--- src/design/smat_pkg.sv ---
/*
 * smat_pkg: constants shared by the strobe memory address translator.
 * Assumes a single 10 MHz clock domain and classic Wishbone register access.
 */
package smat_pkg;
   localparam int unsigned CLK_MHZ = 10;
   localparam int unsigned LADDR_W = 24;
   localparam int unsigned BADDR_W = 26;
   localparam int unsigned DATA_W = 32;
   localparam int unsigned LANES = 4;
   localparam int unsigned CNT_W = 4;
   localparam int unsigned WB_ADR_W = 8;

   // register byte offsets
   localparam logic [7:0] REG_BANK0_CTRL = 8'h00;
   localparam logic [7:0] REG_BANK1_CTRL = 8'h04;
   localparam logic [7:0] REG_IO_CTRL = 8'h08;
   localparam logic [7:0] REG_STATUS = 8'h0c;

   // bank control fields
   localparam int unsigned CF_WIDTH_LO = 0;
   localparam int unsigned CF_SIZE_LO = 2;
   localparam int unsigned CF_WAIT_LO = 4;
   localparam int unsigned CF_SIGN = 7;
   localparam int unsigned CF_W = 8;
   localparam int unsigned WAIT_W = 3;

   // status fields
   localparam int unsigned SF_BUSY = 0;
   localparam int unsigned SF_PROGRAM_WIDTH_SELECT_PIN = 1;
   localparam int unsigned SF_RSP = 2;

   // width and size field encodings (10 is treated as 32 bits)
   localparam logic [1:0] FMT_8 = 2'b00;
   localparam logic [1:0] FMT_16 = 2'b01;
   localparam logic [1:0] FMT_32 = 2'b11;

   // log2 of bytes
   localparam logic [1:0] LG_8 = 2'd0;
   localparam logic [1:0] LG_16 = 2'd1;
   localparam logic [1:0] LG_32 = 2'd2;

   localparam logic [CF_W-1:0] BANK_CTRL_RST = 8'hff;
   localparam logic [WAIT_W-1:0] IO_WAIT_RST = 3'h7;

   // extra cycles that read data spend in the pin synchroniser
   localparam logic [CNT_W-1:0] SYNC_LAT = 4'h2;

   localparam logic [1:0] SPACE_BANK0 = 2'b00;
   localparam logic [1:0] SPACE_BANK1 = 2'b01;

   typedef enum logic [1:0] {
      SMAT_IDLE = 2'b00,
      SMAT_STROBE = 2'b01,
      SMAT_RECOVER = 2'b11,
      SMAT_RESP = 2'b10
   } smat_state_e;
endpackage

--- src/design/smat_buf.sv ---
/*
 * smat_buf: two-entry read data buffer with valid and ready on both sides.
 * Assumes producer and consumer share clk_i; all outputs come from flops.
 */
`timescale 1ns/1ps
`default_nettype none
module smat_buf
   import smat_pkg::*;
(
   input wire logic clk_i,
   input wire logic rst_i,
   input wire logic in_valid_i,
   output logic in_ready_o,
   input wire logic [smat_pkg::DATA_W-1:0] in_data_i,
   output logic out_valid_o,
   input wire logic out_ready_i,
   output logic [smat_pkg::DATA_W-1:0] out_data_o
);
   typedef struct packed {
      logic [DATA_W-1:0] mem0;
      logic [DATA_W-1:0] mem1;
      logic [1:0] cnt;
      logic rd;
      logic wr;
      logic in_ready;
      logic out_valid;
      logic [DATA_W-1:0] out_data;
   } smat_buf_s;

   smat_buf_s q, d;
   logic push, pop;

   always_comb begin
      d = q;
      push = in_valid_i & q.in_ready;
      pop = q.out_valid & out_ready_i;
      if (push) begin
         if (q.wr) begin
            d.mem1 = in_data_i;
         end else begin
            d.mem0 = in_data_i;
         end
         d.wr = ~q.wr;
      end
      if (pop) begin
         d.rd = ~q.rd;
      end
      d.cnt = q.cnt + {1'b0, push} - {1'b0, pop};
      d.out_valid = (d.cnt != 2'd0);
      d.out_data = d.rd ? d.mem1 : d.mem0;
      // ready drops only when both slots hold data, so a stall loses nothing
      d.in_ready = (d.cnt != 2'd2);
   end

   always_ff @(posedge clk_i) begin
      if (rst_i) begin
         q <= '0;
         q.in_ready <= 1'b1;
      end else begin
         q <= d;
      end
   end

   assign in_ready_o = q.in_ready;
   assign out_valid_o = q.out_valid;
   assign out_data_o = q.out_data;
endmodule // smat_buf
`default_nettype wire

--- src/design/smat_top.sv ---
/*
 * smat_top: logical to physical address translation and strobe generation
 * for two configurable strobe spaces and a fixed 32-bit I/O space.
 * Assumes a core request port on clk_i, asynchronous memories on the pins,
 * and a classic Wishbone master for the control registers.
 */
// Behaviour
// - 32-bit data in 32-bit memory: physical address equals logical address.
// - I/O space moves 32-bit data with untranslated addresses; fetches there follow the width pin.
// - width field 11 selects 32-bit-wide memory for that space.
// - 32-bit memory: shift address right two for bytes, one for halves.
// - halves in 32-bit memory: logical LSB picks the half word.
// - bytes in 32-bit memory: two low logical bits pick the lane.
// - each bank has four lane strobes; I/O space has one strobe.
// - narrow memory turns lane 3 (and lane 2 for 8-bit) into low address.
// - those extra address pins follow logical address and data size.
// - size equal to narrow width: logical bit zero lands on A-1 or A-2.
// - 32-bit write to 16-bit memory: two cycles, consecutive addresses.
// - 16-bit access to 8-bit memory: two bus cycles, one byte each.
// - multi-cycle accesses step an extra low address bit each cycle.
// - programmed wait states stretch each bus cycle of a space.
// - narrow reads are sign or zero extended; writes are truncated.
// - fetches ignore registers: width pin high means 16-bit, low 32-bit.
// - bytes in 16-bit memory: logical bit zero picks lane 1 or 0.
`timescale 1ns/1ps
`default_nettype none
module smat_top
   import smat_pkg::*;
(
   input wire logic clk_i,
   input wire logic rst_i,
   input wire logic wb_cyc_i,
   input wire logic wb_stb_i,
   input wire logic wb_we_i,
   input wire logic [smat_pkg::WB_ADR_W-1:0] wb_adr_i,
   input wire logic [3:0] wb_sel_i,
   input wire logic [smat_pkg::DATA_W-1:0] wb_dat_i,
   output logic [smat_pkg::DATA_W-1:0] wb_dat_o,
   output logic wb_ack_o,
   input wire logic req_valid_i,
   output logic req_ready_o,
   input wire logic req_we_i,
   input wire logic req_fetch_i,
   input wire logic [1:0] req_space_i,
   input wire logic [smat_pkg::LADDR_W-1:0] req_addr_i,
   input wire logic [smat_pkg::DATA_W-1:0] req_wdata_i,
   output logic rsp_valid_o,
   input wire logic rsp_ready_i,
   output logic [smat_pkg::DATA_W-1:0] rsp_data_o,
   output logic [smat_pkg::LADDR_W-1:0] mem_addr_o,
   output logic [smat_pkg::DATA_W-1:0] mem_data_o,
   output logic mem_data_oe_n_o,
   input wire logic [smat_pkg::DATA_W-1:0] mem_data_i,
   output logic mem_we_n_o,
   output logic [smat_pkg::LANES-1:0] first_bank_strobe_n_o,
   output logic [smat_pkg::LANES-1:0] second_bank_strobe_n_o,
   output logic io_space_strobe_n_o,
   input wire logic program_width_select_pin_i
);
   typedef struct packed {
      smat_state_e state;
      logic ack;
      logic [DATA_W-1:0] wbdat;
      logic [CF_W-1:0] ctrl0;
      logic [CF_W-1:0] ctrl1;
      logic [WAIT_W-1:0] io_wait;
      logic program_width_select_pin_s1;
      logic program_width_select_pin_s2;
      logic [DATA_W-1:0] din_s1;
      logic [DATA_W-1:0] din_s2;
      logic req_ready;
      logic we;
      logic sgn;
      logic [1:0] space;
      logic [1:0] szl;
      logic [1:0] wdl;
      logic [BADDR_W-1:0] base;
      logic [1:0] k;
      logic [1:0] klast;
      logic [CNT_W-1:0] len;
      logic [CNT_W-1:0] cnt;
      logic [DATA_W-1:0] wdata;
      logic [DATA_W-1:0] acc;
      logic push_valid;
      logic [LADDR_W-1:0] addr;
      logic [DATA_W-1:0] dout;
      logic doe_n;
      logic we_n;
      logic [LANES-1:0] s0;
      logic [LANES-1:0] s1;
      logic sio;
   } smat_top_s;

   smat_top_s q, d;
   logic buf_in_ready;

   // field encoding to log2 bytes; 11 means 32 bits
   function automatic logic [1:0] smat_lg(input logic [1:0] f);
      logic [1:0] r;
      r = LG_32;
      if (f == FMT_8) begin
         r = LG_8;
      end else if (f == FMT_16) begin
         r = LG_16;
      end
      return r;
   endfunction

   function automatic logic [DATA_W-1:0] smat_mask(input logic [1:0] lg);
      logic [DATA_W-1:0] m;
      m = 32'hffffffff;
      if (lg == LG_8) begin
         m = 32'h000000ff;
      end else if (lg == LG_16) begin
         m = 32'h0000ffff;
      end
      return m;
   endfunction

   function automatic logic [CF_W-1:0] smat_wr_ctrl(input logic [CF_W-1:0] old, input logic [DATA_W-1:0] dat,
                                                 input logic [3:0] sel);
      logic [CF_W-1:0] r;
      r = sel[0] ? dat[CF_W-1:0] : old;
      return r;
   endfunction

   logic [1:0] nl, lb, eff_w;
   logic [BADDR_W-1:0] bk;
   logic [4:0] sh;
   logic [LANES-1:0] lanes;
   logic [DATA_W-1:0] chunk, ext;
   logic [CF_W-1:0] sctl;
   logic wb_req;

   always_comb begin
      d = q;
      nl = LG_8;
      lb = 2'd0;
      eff_w = LG_32;
      bk = '0;
      sh = '0;
      lanes = '0;
      chunk = '0;
      ext = '0;
      sctl = q.ctrl0;
      wb_req = wb_cyc_i & wb_stb_i;

      // input pins pass two flops before use
      d.program_width_select_pin_s1 = program_width_select_pin_i;
      d.program_width_select_pin_s2 = q.program_width_select_pin_s1;
      d.din_s1 = mem_data_i;
      d.din_s2 = q.din_s1;

      // wishbone slave: one wait cycle, write lands on the ack edge
      d.ack = wb_req & ~q.ack;
      if (wb_req & ~q.ack) begin
         d.wbdat = '0;
         if (wb_adr_i == REG_BANK0_CTRL) begin
            d.wbdat[CF_W-1:0] = q.ctrl0;
         end else if (wb_adr_i == REG_BANK1_CTRL) begin
            d.wbdat[CF_W-1:0] = q.ctrl1;
         end else if (wb_adr_i == REG_IO_CTRL) begin
            d.wbdat[CF_WAIT_LO +: WAIT_W] = q.io_wait;
         end else if (wb_adr_i == REG_STATUS) begin
            d.wbdat[SF_BUSY] = (q.state != SMAT_IDLE);
            d.wbdat[SF_PROGRAM_WIDTH_SELECT_PIN] = q.program_width_select_pin_s2;
            d.wbdat[SF_RSP] = rsp_valid_o;
         end
      end
      if (wb_req & q.ack & wb_we_i) begin
         if (wb_adr_i == REG_BANK0_CTRL) begin
            d.ctrl0 = smat_wr_ctrl(q.ctrl0, wb_dat_i, wb_sel_i);
         end else if (wb_adr_i == REG_BANK1_CTRL) begin
            d.ctrl1 = smat_wr_ctrl(q.ctrl1, wb_dat_i, wb_sel_i);
         end else if (wb_adr_i == REG_IO_CTRL) begin
            if (wb_sel_i[0]) begin
               d.io_wait = wb_dat_i[CF_WAIT_LO +: WAIT_W];
            end
         end
      end

      case (q.state)
         SMAT_IDLE: begin
            if (req_valid_i & q.req_ready) begin
               sctl = (req_space_i == SPACE_BANK1) ? q.ctrl1 : q.ctrl0;
               d.we = req_we_i;
               d.space = req_space_i;
               d.wdata = req_wdata_i;
               d.acc = '0;
               d.k = 2'd0;
               if (req_fetch_i) begin
                  // fetch width comes from the pin, never from the registers
                  d.szl = LG_32;
                  d.wdl = q.program_width_select_pin_s2 ? LG_16 : LG_32;
                  d.len = '0;
                  d.sgn = 1'b0;
               end else if (req_space_i[1]) begin
                  d.szl = LG_32;
                  d.wdl = LG_32;
                  d.len = {1'b0, q.io_wait};
                  d.sgn = 1'b0;
               end else begin
                  d.szl = smat_lg(sctl[CF_SIZE_LO +: 2]);
                  d.wdl = smat_lg(sctl[CF_WIDTH_LO +: 2]);
                  d.len = {1'b0, sctl[CF_WAIT_LO +: WAIT_W]};
                  d.sgn = sctl[CF_SIGN];
               end
               // byte address: logical address scaled by the data size
               d.base = {2'b00, req_addr_i} << d.szl;
               // oversized data takes 2 or 4 bus cycles
               d.klast = (d.szl > d.wdl) ? 2'((4'd1 << (d.szl - d.wdl)) - 4'd1) : 2'd0;
               if (!req_we_i) begin
                  d.len = d.len + SYNC_LAT;
               end
               d.cnt = d.len;
               d.state = SMAT_STROBE;
            end
         end
         SMAT_STROBE: begin
            if (q.cnt == '0) begin
               if (!q.we) begin
                  // gather this cycle's bytes from their lanes into place
                  bk = q.base + BADDR_W'({q.k, 2'b00} >> (LG_32 - q.wdl));
                  lb = bk[1:0] & 2'((3'd1 << q.wdl) - 3'd1);
                  nl = (q.szl < q.wdl) ? q.szl : q.wdl;
                  sh = 5'({q.k, 3'b000} << q.wdl);
                  chunk = ((q.din_s2 >> {lb, 3'b000}) & smat_mask(nl)) << sh;
                  d.acc = q.acc | chunk;
               end
               d.state = SMAT_RECOVER;
            end else begin
               d.cnt = q.cnt - 4'd1;
            end
         end
         SMAT_RECOVER: begin
            if (q.k == q.klast) begin
               if (q.we) begin
                  d.state = SMAT_IDLE;
               end else begin
                  // narrow reads widen here
                  ext = q.acc & smat_mask(q.szl);
                  if (q.sgn && q.szl == LG_8 && q.acc[7]) begin
                     ext = ext | ~smat_mask(LG_8);
                  end else if (q.sgn && q.szl == LG_16 && q.acc[15]) begin
                     ext = ext | ~smat_mask(LG_16);
                  end
                  d.acc = ext;
                  d.state = SMAT_RESP;
               end
            end else begin
               d.k = q.k + 2'd1;
               d.cnt = q.len;
               d.state = SMAT_STROBE;
            end
         end
         SMAT_RESP: begin
            // holds here while the buffer is full, stalling new requests
            if (q.push_valid & buf_in_ready) begin
               d.state = SMAT_IDLE;
            end
         end
         default: begin
            d.state = SMAT_IDLE;
         end
      endcase

      d.push_valid = (d.state == SMAT_RESP) & ~(q.push_valid & buf_in_ready);
      d.req_ready = (d.state == SMAT_IDLE);

      // pin image of the next cycle, so every pin leaves a flop
      bk = d.base + BADDR_W'({d.k, 2'b00} >> (LG_32 - d.wdl));
      lb = bk[1:0] & 2'((3'd1 << d.wdl) - 3'd1);
      nl = (d.szl < d.wdl) ? d.szl : d.wdl;
      sh = 5'({d.k, 3'b000} << d.wdl);
      lanes = '0;
      if (d.state == SMAT_STROBE) begin
         lanes = 4'(4'((5'd1 << (3'd1 << nl)) - 5'd1) << lb);
      end
      d.addr = bk[BADDR_W-1:2];
      // write data truncated to the size, then steered onto its lanes
      d.dout = ((d.wdata & smat_mask(d.szl)) >> sh) << {lb, 3'b000};
      d.doe_n = ~(d.we & (d.state == SMAT_STROBE || d.state == SMAT_RECOVER));
      d.we_n = ~(d.we & (d.state == SMAT_STROBE));
      d.sio = ~((d.state == SMAT_STROBE) & d.space[1]);
      d.s0 = (d.space == SPACE_BANK0 && !d.space[1]) ? ~lanes : 4'hf;
      d.s1 = (d.space == SPACE_BANK1) ? ~lanes : 4'hf;
      // spare lanes of a narrow bank carry byte address bits 1 and 0
      eff_w = (d.space == SPACE_BANK0) ? d.wdl : smat_lg(d.ctrl0[CF_WIDTH_LO +: 2]);
      if (eff_w != LG_32) begin
         d.s0[3] = bk[1];
      end
      if (eff_w == LG_8) begin
         d.s0[2] = bk[0];
      end
      eff_w = (d.space == SPACE_BANK1) ? d.wdl : smat_lg(d.ctrl1[CF_WIDTH_LO +: 2]);
      if (eff_w != LG_32) begin
         d.s1[3] = bk[1];
      end
      if (eff_w == LG_8) begin
         d.s1[2] = bk[0];
      end
   end

   always_ff @(posedge clk_i) begin
      if (rst_i) begin
         q <= '0;
         q.state <= SMAT_IDLE;
         q.ctrl0 <= BANK_CTRL_RST;
         q.ctrl1 <= BANK_CTRL_RST;
         q.io_wait <= IO_WAIT_RST;
         q.szl <= LG_32;
         q.wdl <= LG_32;
         q.doe_n <= 1'b1;
         q.we_n <= 1'b1;
         q.s0 <= 4'hf;
         q.s1 <= 4'hf;
         q.sio <= 1'b1;
      end else begin
         q <= d;
      end
   end

   // the buffer lets the core stall reads without losing a word
   smat_buf u_buf (
      .clk_i(clk_i),
      .rst_i(rst_i),
      .in_valid_i(q.push_valid),
      .in_ready_o(buf_in_ready),
      .in_data_i(q.acc),
      .out_valid_o(rsp_valid_o),
      .out_ready_i(rsp_ready_i),
      .out_data_o(rsp_data_o)
   );

   assign wb_dat_o = q.wbdat;
   assign wb_ack_o = q.ack;
   assign req_ready_o = q.req_ready;
   assign mem_addr_o = q.addr;
   assign mem_data_o = q.dout;
   assign mem_data_oe_n_o = q.doe_n;
   assign mem_we_n_o = q.we_n;
   assign first_bank_strobe_n_o = q.s0;
   assign second_bank_strobe_n_o = q.s1;
   assign io_space_strobe_n_o = q.sio;
endmodule // smat_top
`default_nettype wire

--- config.mk ---
export PLATFORM = sky130hd
export DESIGN_NAME = smat_top
export DESIGN_NICKNAME = d
export VERILOG_FILES = /design/src/design/smat_pkg.sv /design/src/design/smat_buf.sv /design/src/design/smat_top.sv
export SDC_FILE = /design/constraint.sdc
export NUM_CORES = 1
export LEC_CHECK = 0
export ABC_AREA = 1
export BUFFER_PORTS_ARGS = -buffer_cell sky130_fd_sc_hd__buf_2
export CAP_MARGIN = 20
export CELL_PAD_IN_SITES_DETAIL_PLACEMENT = 0
export CELL_PAD_IN_SITES_GLOBAL_PLACEMENT = 2
export CORE_MARGIN = 3
export CORE_UTILIZATION = 34
export CTS_CLUSTER_SIZE = 30
export DETAILED_ROUTE_END_ITERATION = 10
export GPL_TIMING_DRIVEN = 0
export PLACE_DENSITY_LB_ADDON = 0.1
export SLEW_MARGIN = 25
export SYNTH_ARGS = -nofsm -noshare
export SYNTH_HDL_FRONTEND = slang
export SYNTH_HIERARCHICAL = 1
export SYNTH_SLANG_ARGS = --single-unit
--- constraint.sdc ---
create_clock -name clk_i -period 7.2 [get_ports clk_i]
set_input_delay 0.36 -clock clk_i [delete_from_list [all_inputs] [get_ports clk_i]]
set_output_delay 0.36 -clock clk_i [all_outputs]
set_load 0.01 [all_outputs]
==> results by group, run 1 <==
Detailed routing
  – Remaining DRCs: 0
  – Vias/cell: approximately 4.7
  – DR WL/cell: roughly 17 um
  – DR iter-0 viols: between 1000 and 1500
  – Antenna Nets Post-Route: 0
  – Vias: approximately 18000
  – DRT Pass-1 Iters: 5
  – Total Wirelength: about 65000 um

Setup path
  – Critical setup path kind: reg2reg
  – Worst path cell trace: inv_1 -> ha_1 -> inv_2 -> nor2_4 -> buf_2 -> nand2_1 -> o21ai_2 -> buf_2 -> ha_1 -> inv_1 -> nand4_1 -> o21ai_0 -> inv_1 -> fa_1 -> o21ai_0 -> a21oi_1 -> nor2_1 -> nand2_2 -> nor2_4 -> nand3_1 -> o21ai_1 -> nor2_1
  – Crit start category: flop
  – Critical Path Fanout Max: 10
  – Slowest cell on crit path: fa_1
  – CP endpoint kind: flop
  – Worst Path Arrival: around 4.9 ns
  – Crit path top cell by count: inv_1
  – Worst Path Required: ~7.7 ns
  – CP max stage delay: around 0.44 ns

Timing
  – Tmin final: approximately 4.4 ns
  – Worst slew margin: between 30 and 40%
  – RSZ-0062 raised after global routing: false
  – Max Clock Freq: 228 MHz
  – Final Hold Viols: 0
  – Clock skew: about 0.033 ns
  – Least-Margin Pin Slew: between 0.9 and 1 ns
  – Final setup violation count: 0
  – Final worst slack: 2.82 ns
  – Final Max Slew Viols: 0
  – Sum of negative setup slack: 0 ns
  – Final period util: 60.9%

CTS
  – CTS clk-pin slew, worst paths: about 0.06 ns
  – Worst-Skew Late Latency: between 0.5 and 0.6 ns
  – CTS buffer count: 45
  – H-tree levels: 2
  – Clk buf depth: 3
  – Clock root buffer: clkbuf_16
  – Post_cts resized: 0
  – Clk sink count: approximately 380
  – CTS tree: yes

Placement
  – HPWL after detailed placement: ~50000 um
  – I/O Buffers: 225
  – Placer congestion estimate: slightly below 0.9
  – Place WS: 2.83 ns

Global routing
  – Met1 usage: a little over a quarter
  – Met3 Use GR: under 10%
  – GRT overflow: 0
  – Total GRT Usage: between 20% and 30%
  – Largest net degree at the start of global routing: 14
  – First-pass GRT wire length: between 100000 and 150000 um
  – Vias in the first global route: around 18000
  – Met2 usage: between 30% and 40%
  – Most Crowded Layer GR: met2
  – Antenna violations before repair: 0

Yosys
  – Syn_area_per_cell: 6.80 sq um
  – Top cell type's share of synthesized area: about 40%
  – Yosys top cell by area: dfxtp_1
  – Post-Syn Instances: 2809
  – FFs w/ async S/R, synth: 0%
  – Largest cells by area after synthesis: dfxtp_1 (40%), nand2_1 (16%), nor2_1 (5.6%)
  – Synth Area in Adders: under 10%
  – Mux cell area share after synthesis: less than 1%
  – Synth Flop Type: dfxtp_1
  – Synth warnings: 6
  – Largest family of logic cells by synthesized area: simple AND/OR/NAND/NOR gates
  – Synth Register Bits: roughly 380
  – Number of synthesized flops with an enable pin: 0
  – Synth Area in XOR/XNOR: less than 1%
  – Count leader, synth: nand2_1
  – Mapped Area: roughly 0.019 sq mm
  – Top post-synthesis cells by count: nand2_1 (794), dfxtp_1 (377), nor2_1 (285)
  – Synth Area in Simple Gates: between 30 and 40%
  – Sequential area share after synthesis: roughly 40%
  – Netlist cell types: between 40 and 50
  – Compound-Gate Fraction of Synth Area: a little under an eighth

Finish
  – Share of cells above drive strength 1: around a fifth
  – Area delta synth->final: 20.6%
  – Final net count: 3303
  – Antenna diodes: 0

Floorplan
  – Die height: roughly 240 um
  – Num rows: 86
  – Die area: 0.0590 sq mm
  – Initial Utilization: about a third
  – Die width: between 200 and 250 um
  – Core Area: 0.0553 sq mm
  – IO Count: between 200 and 300

Pwr
  – Peak supply drop: around 0.18 mV
  – Pwr dens: approximately 240 mW/mm^2
  – Pleak: 11.5 nW

Status
  – Status: finished clean

Run
  – Maxcap violations: 0

Hold path
  – Min-delay worst type: in2reg
## logic make-up after synthesis
| kind of cell | Yosys count |
|---|---|
| AO/OA/AOI/OAI | 408 |
| XOR/XNOR | 5 |
| adder cells (fa/ha/maj) | 26 |
| multiplexers | 9 |
| buffers and inverters | 553 |
| AND/OR/NAND/NOR | 1430 |
| flip-flops | 377 |
| other | 1 |
## what timing repair did
item / in CTS / in global routing
endpoints found under the hold margin: 31 / 0
hold buffers: 29 / 0
buffers inserted: 0 / 0
## per-layer routing
layer  share of wire (%)  vias up  wire, um
met5                   0        -         0
met2                  50      365     32200
met4                 2.7        0      1740
li1                    -     9382         -
met1                  44     8571     28600
met3                 3.6       97      2350
## through the flow
step	util, %	hold WS [ns]	instance area, sq um	power (mW)	cells
global placement	38.4	0.396	21200	3.26	3805
floorplan	-	0.388	19200	2.93	2832
finish	41.6	0.0232	23000	5.50	3915
CTS	41.6	0.000440	23000	5.58	3915
detailed placement	38.4	0.394	21200	3.26	3805
global route	41.6	0.00884	23000	5.78	3915
## worst max-delay path: cells and delay by family (launching register included)
| kind | cells | cell delay (ns) |
|---|---|---|
| and+or+nand+nor | 8 | 1.16 |
| buffers and inverters | 6 | 1.05 |
| adders and majority gates | 3 | 0.92 |
| AOI/OAI and AO/OA | 5 | 0.76 |
| DFF | 1 | 0.35 |
## report_power, final
part	total [mW]	switching (mW)	internal (mW)
Combinational	0.931	0.589	0.342
Sequential	2.29	0.0826	2.21
Clock	2.28	0.920	1.36
## layout make-up
class | count | area (sq um)
Tap cell | 748 | 936
Multi-Input combinational cell | 1902 | 8960
Sequential cell | 377 | 7550
Clock buffer | 71 | 1390
Inverter | 299 | 1120
Timing Repair Buffer | 254 | 1420
Buffer | 254 | 1550
Clock inverter | 10 | 96.3
Fill cell | 6088 | 32300
## placed cells by master (no fill, tap or decap), types with 12 or more instances in the layout
cell,instances
o21ai_1,12
nand4_1,31
o211ai_1,21
a21oi_1,187
clkbuf_16,47
clkbuf_1,81
buf_4,135
clkbuf_8,12
buf_2,267
conb_1,24
ha_1,24
dlygate4sd3_1,29
inv_2,12
inv_1,282
nand2_2,12
nor2_1,285
nand3_2,20
nand3_1,191
nand2_1,794
o21ai_0,140
dfxtp_1,377
or2_2,49
## final timing paths
check | startpoint | slack, ns | to | depth (start not counted)
hold reg to reg | d[204]$_SDFF_PP0_ | 0.40 | q[204]$_SDFF_PP0_ | 2
setup reg to reg | q[298]$_SDFF_PP0_ | 2.82 | mem_addr_o[20]$_SDFF_PP0_ | 22
hold / removal | mem_data_i[0] | 0.02 | d[179]$_SDFF_PP0_ | 3
setup / recovery | q[298]$_SDFF_PP0_ | 2.82 | mem_addr_o[20]$_SDFF_PP0_ | 22
## flip-flops by register name, indices dropped and copies added, names as in the netlist, 4 cells and up
signal	flops
d	33
first_bank_strobe_n_o	4
second_bank_strobe_n_o	4
mem_data_o	32
wb_dat_o	8
u_buf/q	68
u_buf/out_data_o	32
mem_addr_o	24
q	165
No activity file was read; power rests on OpenSTA's default activity.
==> run 2, diff against run 1 <==
CORE_UTILIZATION = 32   (was 34)
clock period = 4.36 ns   (was 7.2 ns; I/O delays follow)
==> results by group, run 2 (same netlist as run 1, synthesis figures left out) <==
Status
  – Status: finished clean

Floorplan
  – Core Area: 0.0584 sq mm
  – Num rows: 88
  – Initial Utilization: 32.7%
  – Die area: about 0.063 sq mm
  – IO Count: roughly 280
  – Die width: ~250 um
  – Die height: between 200 and 300 um

CTS
  – CTS clk-pin slew, worst paths: about 0.06 ns
  – H-tree levels: 2
  – Clk buf depth: 3
  – CTS tree: yes
  – Worst-Skew Late Latency: about 0.59 ns
  – Clk sink count: around 380
  – Clock root buffer: clkbuf_16
  – CTS buffer count: between 40 and 50

Finish
  – Max reg flops: ~170
  – Commonest non-fill, non-tap cell in the layout: nand2_1
  – Share of cells above drive strength 1: between 10% and 20%
  – Antenna diodes: 0
  – Fillers: 6268
  – Most flop-heavy register: q
  – FF/Latch Area: between 0.007 and 0.008 sq mm
  – Area used by multi-input combinational logic: between 0.008 and 0.009 sq mm
  – Highest-count cells in the layout ignoring fill and taps: nand2_1 (794), dfxtp_1 (377), inv_1 (282), nor2_1 (282), buf_2 (263)
  – Area delta synth->final: 24.7%
  – Final net count: about 3400
  – Final Non-Filler Cells: approximately 4000

Pwr
  – Pwr dens: around 400 mW/mm^2
  – Pleak: 11.8 nW
  – Peak supply drop: about 0.35 mV
  – Pwr Total: 9.61 mW

Setup path
  – R2R setup slack: 0.27 ns
  – Critical path buffers and inverters: 7
  – CP startpoint: q[297]$_SDFF_PP0_
  – Crit path top cell by count: inv_1
  – CP max stage delay: roughly 0.45 ns
  – Worst Path Required: 4.84 ns
  – Reg-to-reg startpoint: q[297]$_SDFF_PP0_
  – Worst path top cell family by delay: adder cells
  – Crit start category: flop
  – Crit Reg-Reg Endpoint: mem_addr_o[20]$_SDFF_PP0_
  – Critical path depth: 22
  – Worst Path Arrival: about 4.6 ns
  – Slowest cell on crit path: dfxtp_1
  – R2R cell count: 22
  – Worst path cell trace: inv_1 -> ha_1 -> inv_2 -> nor2_4 -> buf_8 -> nand2_1 -> o21ai_4 -> buf_6 -> ha_1 -> inv_1 -> o21ai_0 -> inv_1 -> fa_1 -> o21ai_0 -> a21oi_1 -> nor2_2 -> nand2_2 -> nor2_4 -> buf_4 -> nand3_1 -> o21ai_1 -> nor2_1
  – CP endpoint kind: flop
  – Critical setup path kind: reg2reg
  – Crit path to: mem_addr_o[20]$_SDFF_PP0_
  – Critical Path Fanout Max: 10

Global routing
  – Antenna violations before repair: 0
  – Vias in the first global route: about 19000
  – GRT overflow: 0
  – Total GRT Usage: between 20% and 30%
  – First-pass GRT wire length: approximately 100000 um
  – Largest net degree at the start of global routing: 20

Detailed routing
  – Vias/cell: ~4.7
  – Antenna Nets Post-Route: 0
  – Total Wirelength: around 67000 um
  – DRT Pass-1 Iters: 6
  – DR WL/cell: 16.7 um
  – Remaining DRCs: 0
  – DR iter-0 viols: ~920
  – Vias: 18788

Timing
  – Final period util: 93.7%
  – Sum of negative setup slack: 0 ns
  – Tmin final: 4.09 ns
  – Least-Margin Pin Slew: 0.964 ns
  – Max Clock Freq: approximately 240 MHz
  – Final Hold Viols: 0
  – Worst slew margin: a little over a third
  – Clock skew: about 0.015 ns
  – Final Max Slew Viols: 0
  – Final setup violation count: 0
  – Final worst slack: 0.273 ns

Hold path
  – Min-delay worst type: in2reg
  – Hold_sp: req_fetch_i

Placement
  – I/O Buffers: ~230
  – HPWL after detailed placement: 51600 um
  – Inst Count DP: between 3000 and 4000
  – Place WS: -0.118 ns
  – Placer congestion estimate: around 0.85

Run
  – Maxcap violations: 0
[run 2: cell count changes in the layout (fill, tap and decap cells not counted), sizes merged]
cell	before	now
buf	410	413
clkinvlp	0	2
clkbuf	140	136
inv	298	295
clkinv	10	13
bufinv	1	9
dlygate4sd3	29	75
[run 2: through the flow]
step	hold WS, ns	utilization (%)	instance area, sq um
6_report	0.0434	40.8	23800
5_1_grt	0.0481	40.8	23800
4_1_cts	0.00566	40.6	23700
3_5_place_dp	0.393	36.4	21300
3_3_place_gp	0.393	36.4	21300
2_1_floorplan	0.325	-	19200
[run 2: worst min path at each step]
stage | to | slack (ns) | cells after the start
global placement | q[204]$_SDFF_PP0_ | 0.39 | 2
CTS | q[176]$_SDFFE_PP0P_ | 0.006 | 4
global route | q[176]$_SDFFE_PP0P_ | 0.05 | 4
finish | q[176]$_SDFFE_PP0P_ | 0.04 | 4
detailed placement | q[243]$_SDFF_PP0_ | 0.39 | 2
floorplan | d[179]$_SDFF_PP0_ | 0.32 | 2
[run 2: timing repair]
| item | 4_1_cts | 5_1_grt |
|---|---|---|
| gates resized for setup | 3 | 16 |
| buffers inserted | 0 | 6 |
| hold buffers | 75 | 0 |
| pin swaps | 0 | 2 |
| hold endpoints to repair | 87 | 0 |
| setup endpoints to repair | 26 | 49 |
[run 2: worst register-to-register path, stage by stage, from the launching register on]
cell and delay [ns]:
dfxtp_1 0.45, inv_1 0.10, ha_1 0.23, inv_2 0.13
nor2_4 0.09, buf_8 0.17, nand2_1 0.11, o21ai_4 0.12
buf_6 0.16, ha_1 0.31, inv_1 0.08, o21ai_0 0.26
inv_1 0.10, fa_1 0.45, o21ai_0 0.20, a21oi_1 0.14
nor2_2 0.18, nand2_2 0.12, nor2_4 0.12, buf_4 0.15
nand3_1 0.10, o21ai_1 0.14, nor2_1 0.06
[run 2: power breakdown]
| part | internal [mW] | switching [mW] |
|---|---|---|
| Combinational | 0.603 | 0.998 |
| Clock | 2.67 | 1.55 |
| Sequential | 3.65 | 0.134 |
[run 2: routing by layer]
metal	up-vias	GRT usage (%)	wire length (um)
met5	-	0	0
met4	0	6.02	1740
met3	94	3.38	2640
met2	364	37.3	32900
met1	8824	25.8	29200
li1	9506	-	-
[run 2: final cells by class]
class | instances | share of cell area, %
multi-input combinational | 1902 | 37.7
sequential | 377 | 31.7
timing repair buffer | 306 | 8.07
buffer | 252 | 6.59
clock buffer | 66 | 5.62
inverter | 299 | 4.72
tap | 765 | 4.02
clock inverter | 20 | 1.51
==> run 3, diff against run 2 <==
BUFFER_PORTS_ARGS = -buffer_cell sky130_fd_sc_hd__clkbuf_2   (was -buffer_cell sky130_fd_sc_hd__buf_2)
CORE_UTILIZATION = 34   (was 32)
clock period = 5 ns   (was 4.36 ns; I/O delays follow)
==> results by group, run 3 (same netlist as run 1, synthesis figures left out) <==
Finish
  – Antenna diodes: 0
  – Fillers: 5945
  – Highest-count cells in the layout ignoring fill and taps: nand2_1 (794), dfxtp_1 (377), nor2_1 (285)
  – Commonest non-fill, non-tap cell in the layout: nand2_1
  – Max reg flops: about 170
  – Area delta synth->final: 23.0%
  – Most flop-heavy register: q
  – Final Instance Area: roughly 0.023 sq mm
  – Final net count: between 3000 and 4000
  – Share of cells above drive strength 1: between 10% and 20%

Floorplan
  – Die height: about 240 um
  – Core Area: between 0.05 and 0.06 sq mm
  – Num rows: 86
  – Die width: ~240 um
  – Initial Utilization: approximately a third
  – IO Count: around 280
  – Die area: 0.0590 sq mm

Timing
  – Max Clock Freq: 227 MHz
  – RSZ-0062 raised after global routing: false
  – Final Max Slew Viols: 0
  – Worst hold slack: about 0.037 ns
  – Clock skew: 0.0212 ns
  – Worst slew margin: around 34%
  – Final Hold Viols: 0
  – Least-Margin Pin Slew: just under 1 ns
  – Final period util: 88.2%
  – Tmin final: 4.41 ns
  – Final setup violation count: 0
  – Sum of negative setup slack: 0 ns
  – Final worst slack: 0.590 ns

Placement
  – HPWL after detailed placement: about 51000 um
  – I/O Buffers: ~230
  – Post-Place Cell Area: roughly 0.021 sq mm
  – Place WS: 0.593 ns
  – Placer congestion estimate: roughly 0.87

Global routing
  – Antenna violations before repair: 1
  – Total GRT Usage: between 20 and 25%
  – GRT overflow: 0
  – Largest net degree at the start of global routing: 13
  – First-pass GRT wire length: 103000 um
  – Vias in the first global route: around 19000

Run
  – Maxcap violations: 0

Detailed routing
  – Vias: between 15000 and 20000
  – Total Wirelength: 65300 um
  – DRT Pass-1 Iters: 7
  – Vias/cell: around 4.7
  – Antenna Nets Post-Route: 0
  – DR WL/cell: about 17 um
  – DR iter-0 viols: 1005
  – Remaining DRCs: 0

Setup path
  – Critical setup path kind: reg2reg
  – Slowest cell on crit path: fa_1
  – Crit Reg-Reg Endpoint: mem_addr_o[20]$_SDFF_PP0_
  – Worst Path Arrival: roughly 4.9 ns
  – Worst Path Required: 5.48 ns
  – R2R setup slack: 0.59 ns
  – Worst path cell trace: inv_1 -> ha_1 -> inv_2 -> nor2_4 -> buf_2 -> o21ai_2 -> buf_2 -> ha_1 -> inv_1 -> nand4_1 -> o21ai_0 -> inv_1 -> fa_1 -> o21ai_0 -> a21oi_1 -> nor2_1 -> nand2_2 -> nor2_4 -> nand3_1 -> o21ai_1 -> nor2_1
  – Critical Path Fanout Max: 10
  – R2R cell count: 21
  – Crit path top cell by count: inv_1
  – CP max stage delay: ~0.44 ns
  – CP endpoint kind: flop
  – Crit start category: flop
  – Reg-to-reg startpoint: q[297]$_SDFF_PP0_

Hold path
  – Hold depth: 3
  – Hold Path End: q[253]$_SDFFE_PP1P_
  – Hold_sp: wb_dat_i[5]
  – Min-delay worst type: in2reg

CTS
  – Worst-Skew Late Latency: between 0.5 and 0.6 ns
  – CTS buffer count: 46
  – Clk sink count: 377
  – CTS clk-pin slew, worst paths: about 0.060 ns
  – Post-CTS Setup Bufs: 0
  – CTS tree: yes
  – Clock root buffer: clkbuf_16
  – H-tree levels: 2
  – Clk buf depth: 3

Pwr
  – Pwr dens: between 300 and 400 mW/mm^2
  – Comb power frac: between 10% and 20%
  – Part of the power in registers: about two fifths
  – Clock network power share: a little over two fifths
  – Int Power: a little under 6 mW
  – Sw Ratio: between 20% and 30%
  – Pwr Total: around 8 mW
  – Net Switching: ~2.3 mW
  – Peak supply drop: 0.229 mV
  – Pleak: between 10 and 15 nW

Status
  – Status: finished clean
==> run 3: repair_timing <==
action                                 in CTS  in global routing
resized for setup                           0                  0
hold buffers                               67                  0
endpoints found under the hold margin      72                  0
==> run 3: final cells by class <==
type	count	area [sq um]	share of cell area [%]
well taps	748	936	3.99
inverters	299	1120	4.78
repair buffers	292	1800	7.65
multi-input cells	1902	8950	38.2
plain buffers	254	1550	6.60
flip-flops and latches	377	7550	32.2
clock buffers	61	1330	5.66
clock inverters	19	236	1.01
==> run 3: stage by stage <==
step / util [%] / instances
2_1_floorplan: - / 2832
3_3_place_gp: 38.4 / 3805
3_5_place_dp: 38.4 / 3805
4_1_cts: 42.4 / 3952
5_1_grt: 42.4 / 3952
6_report: 42.4 / 3952
==> run 3: worst max path at each step <==
| stage | from | endpoint | slack (ns) | cells after the start |
|---|---|---|---|---|
| 2_1_floorplan | q[298]$_SDFF_PP0_ | mem_addr_o[20]$_SDFF_PP0_ | 1.52 | 21 |
| 3_3_place_gp | q[297]$_SDFF_PP0_ | mem_addr_o[20]$_SDFF_PP0_ | 0.65 | 22 |
| 3_5_place_dp | q[297]$_SDFF_PP0_ | mem_addr_o[17]$_SDFF_PP0_ | 0.59 | 21 |
| 4_1_cts | q[297]$_SDFF_PP0_ | mem_addr_o[17]$_SDFF_PP0_ | 0.57 | 22 |
| 5_1_grt | q[297]$_SDFF_PP0_ | mem_addr_o[16]$_SDFF_PP0_ | 0.18 | 23 |
| 6_report | q[297]$_SDFF_PP0_ | mem_addr_o[20]$_SDFF_PP0_ | 0.59 | 21 |
==> run 3: power groups by stage <==
stage          Combinational, mW  Clock (mW)  Sequential, mW
3_5_place_dp                1.33           0            3.37
6_report                    1.37        3.45            3.30
5_1_grt                     1.55        3.66            3.32
3_3_place_gp                1.33           0            3.37
2_1_floorplan              0.902           0            3.31
4_1_cts                     1.38        3.56            3.30
==> run 3: worst max-delay path, delay by kind of cell, from the launching register on <==
| kind | cells | cell delay (ns) |
|---|---|---|
| fa+ha+maj | 3 | 0.97 |
| simple gates | 7 | 0.92 |
| compound gates | 5 | 0.98 |
| flops | 1 | 0.42 |
| buf+inv | 6 | 1.01 |
==> run 3: metal layers <==
metal	vias to the layer above	share of wire (%)	track usage [%]
met3	92	3.5	2.42
met5	-	0	0
li1	9465	-	-
met2	362	50	40.1
met1	8779	44	27.5
met4	0	2.3	5.98
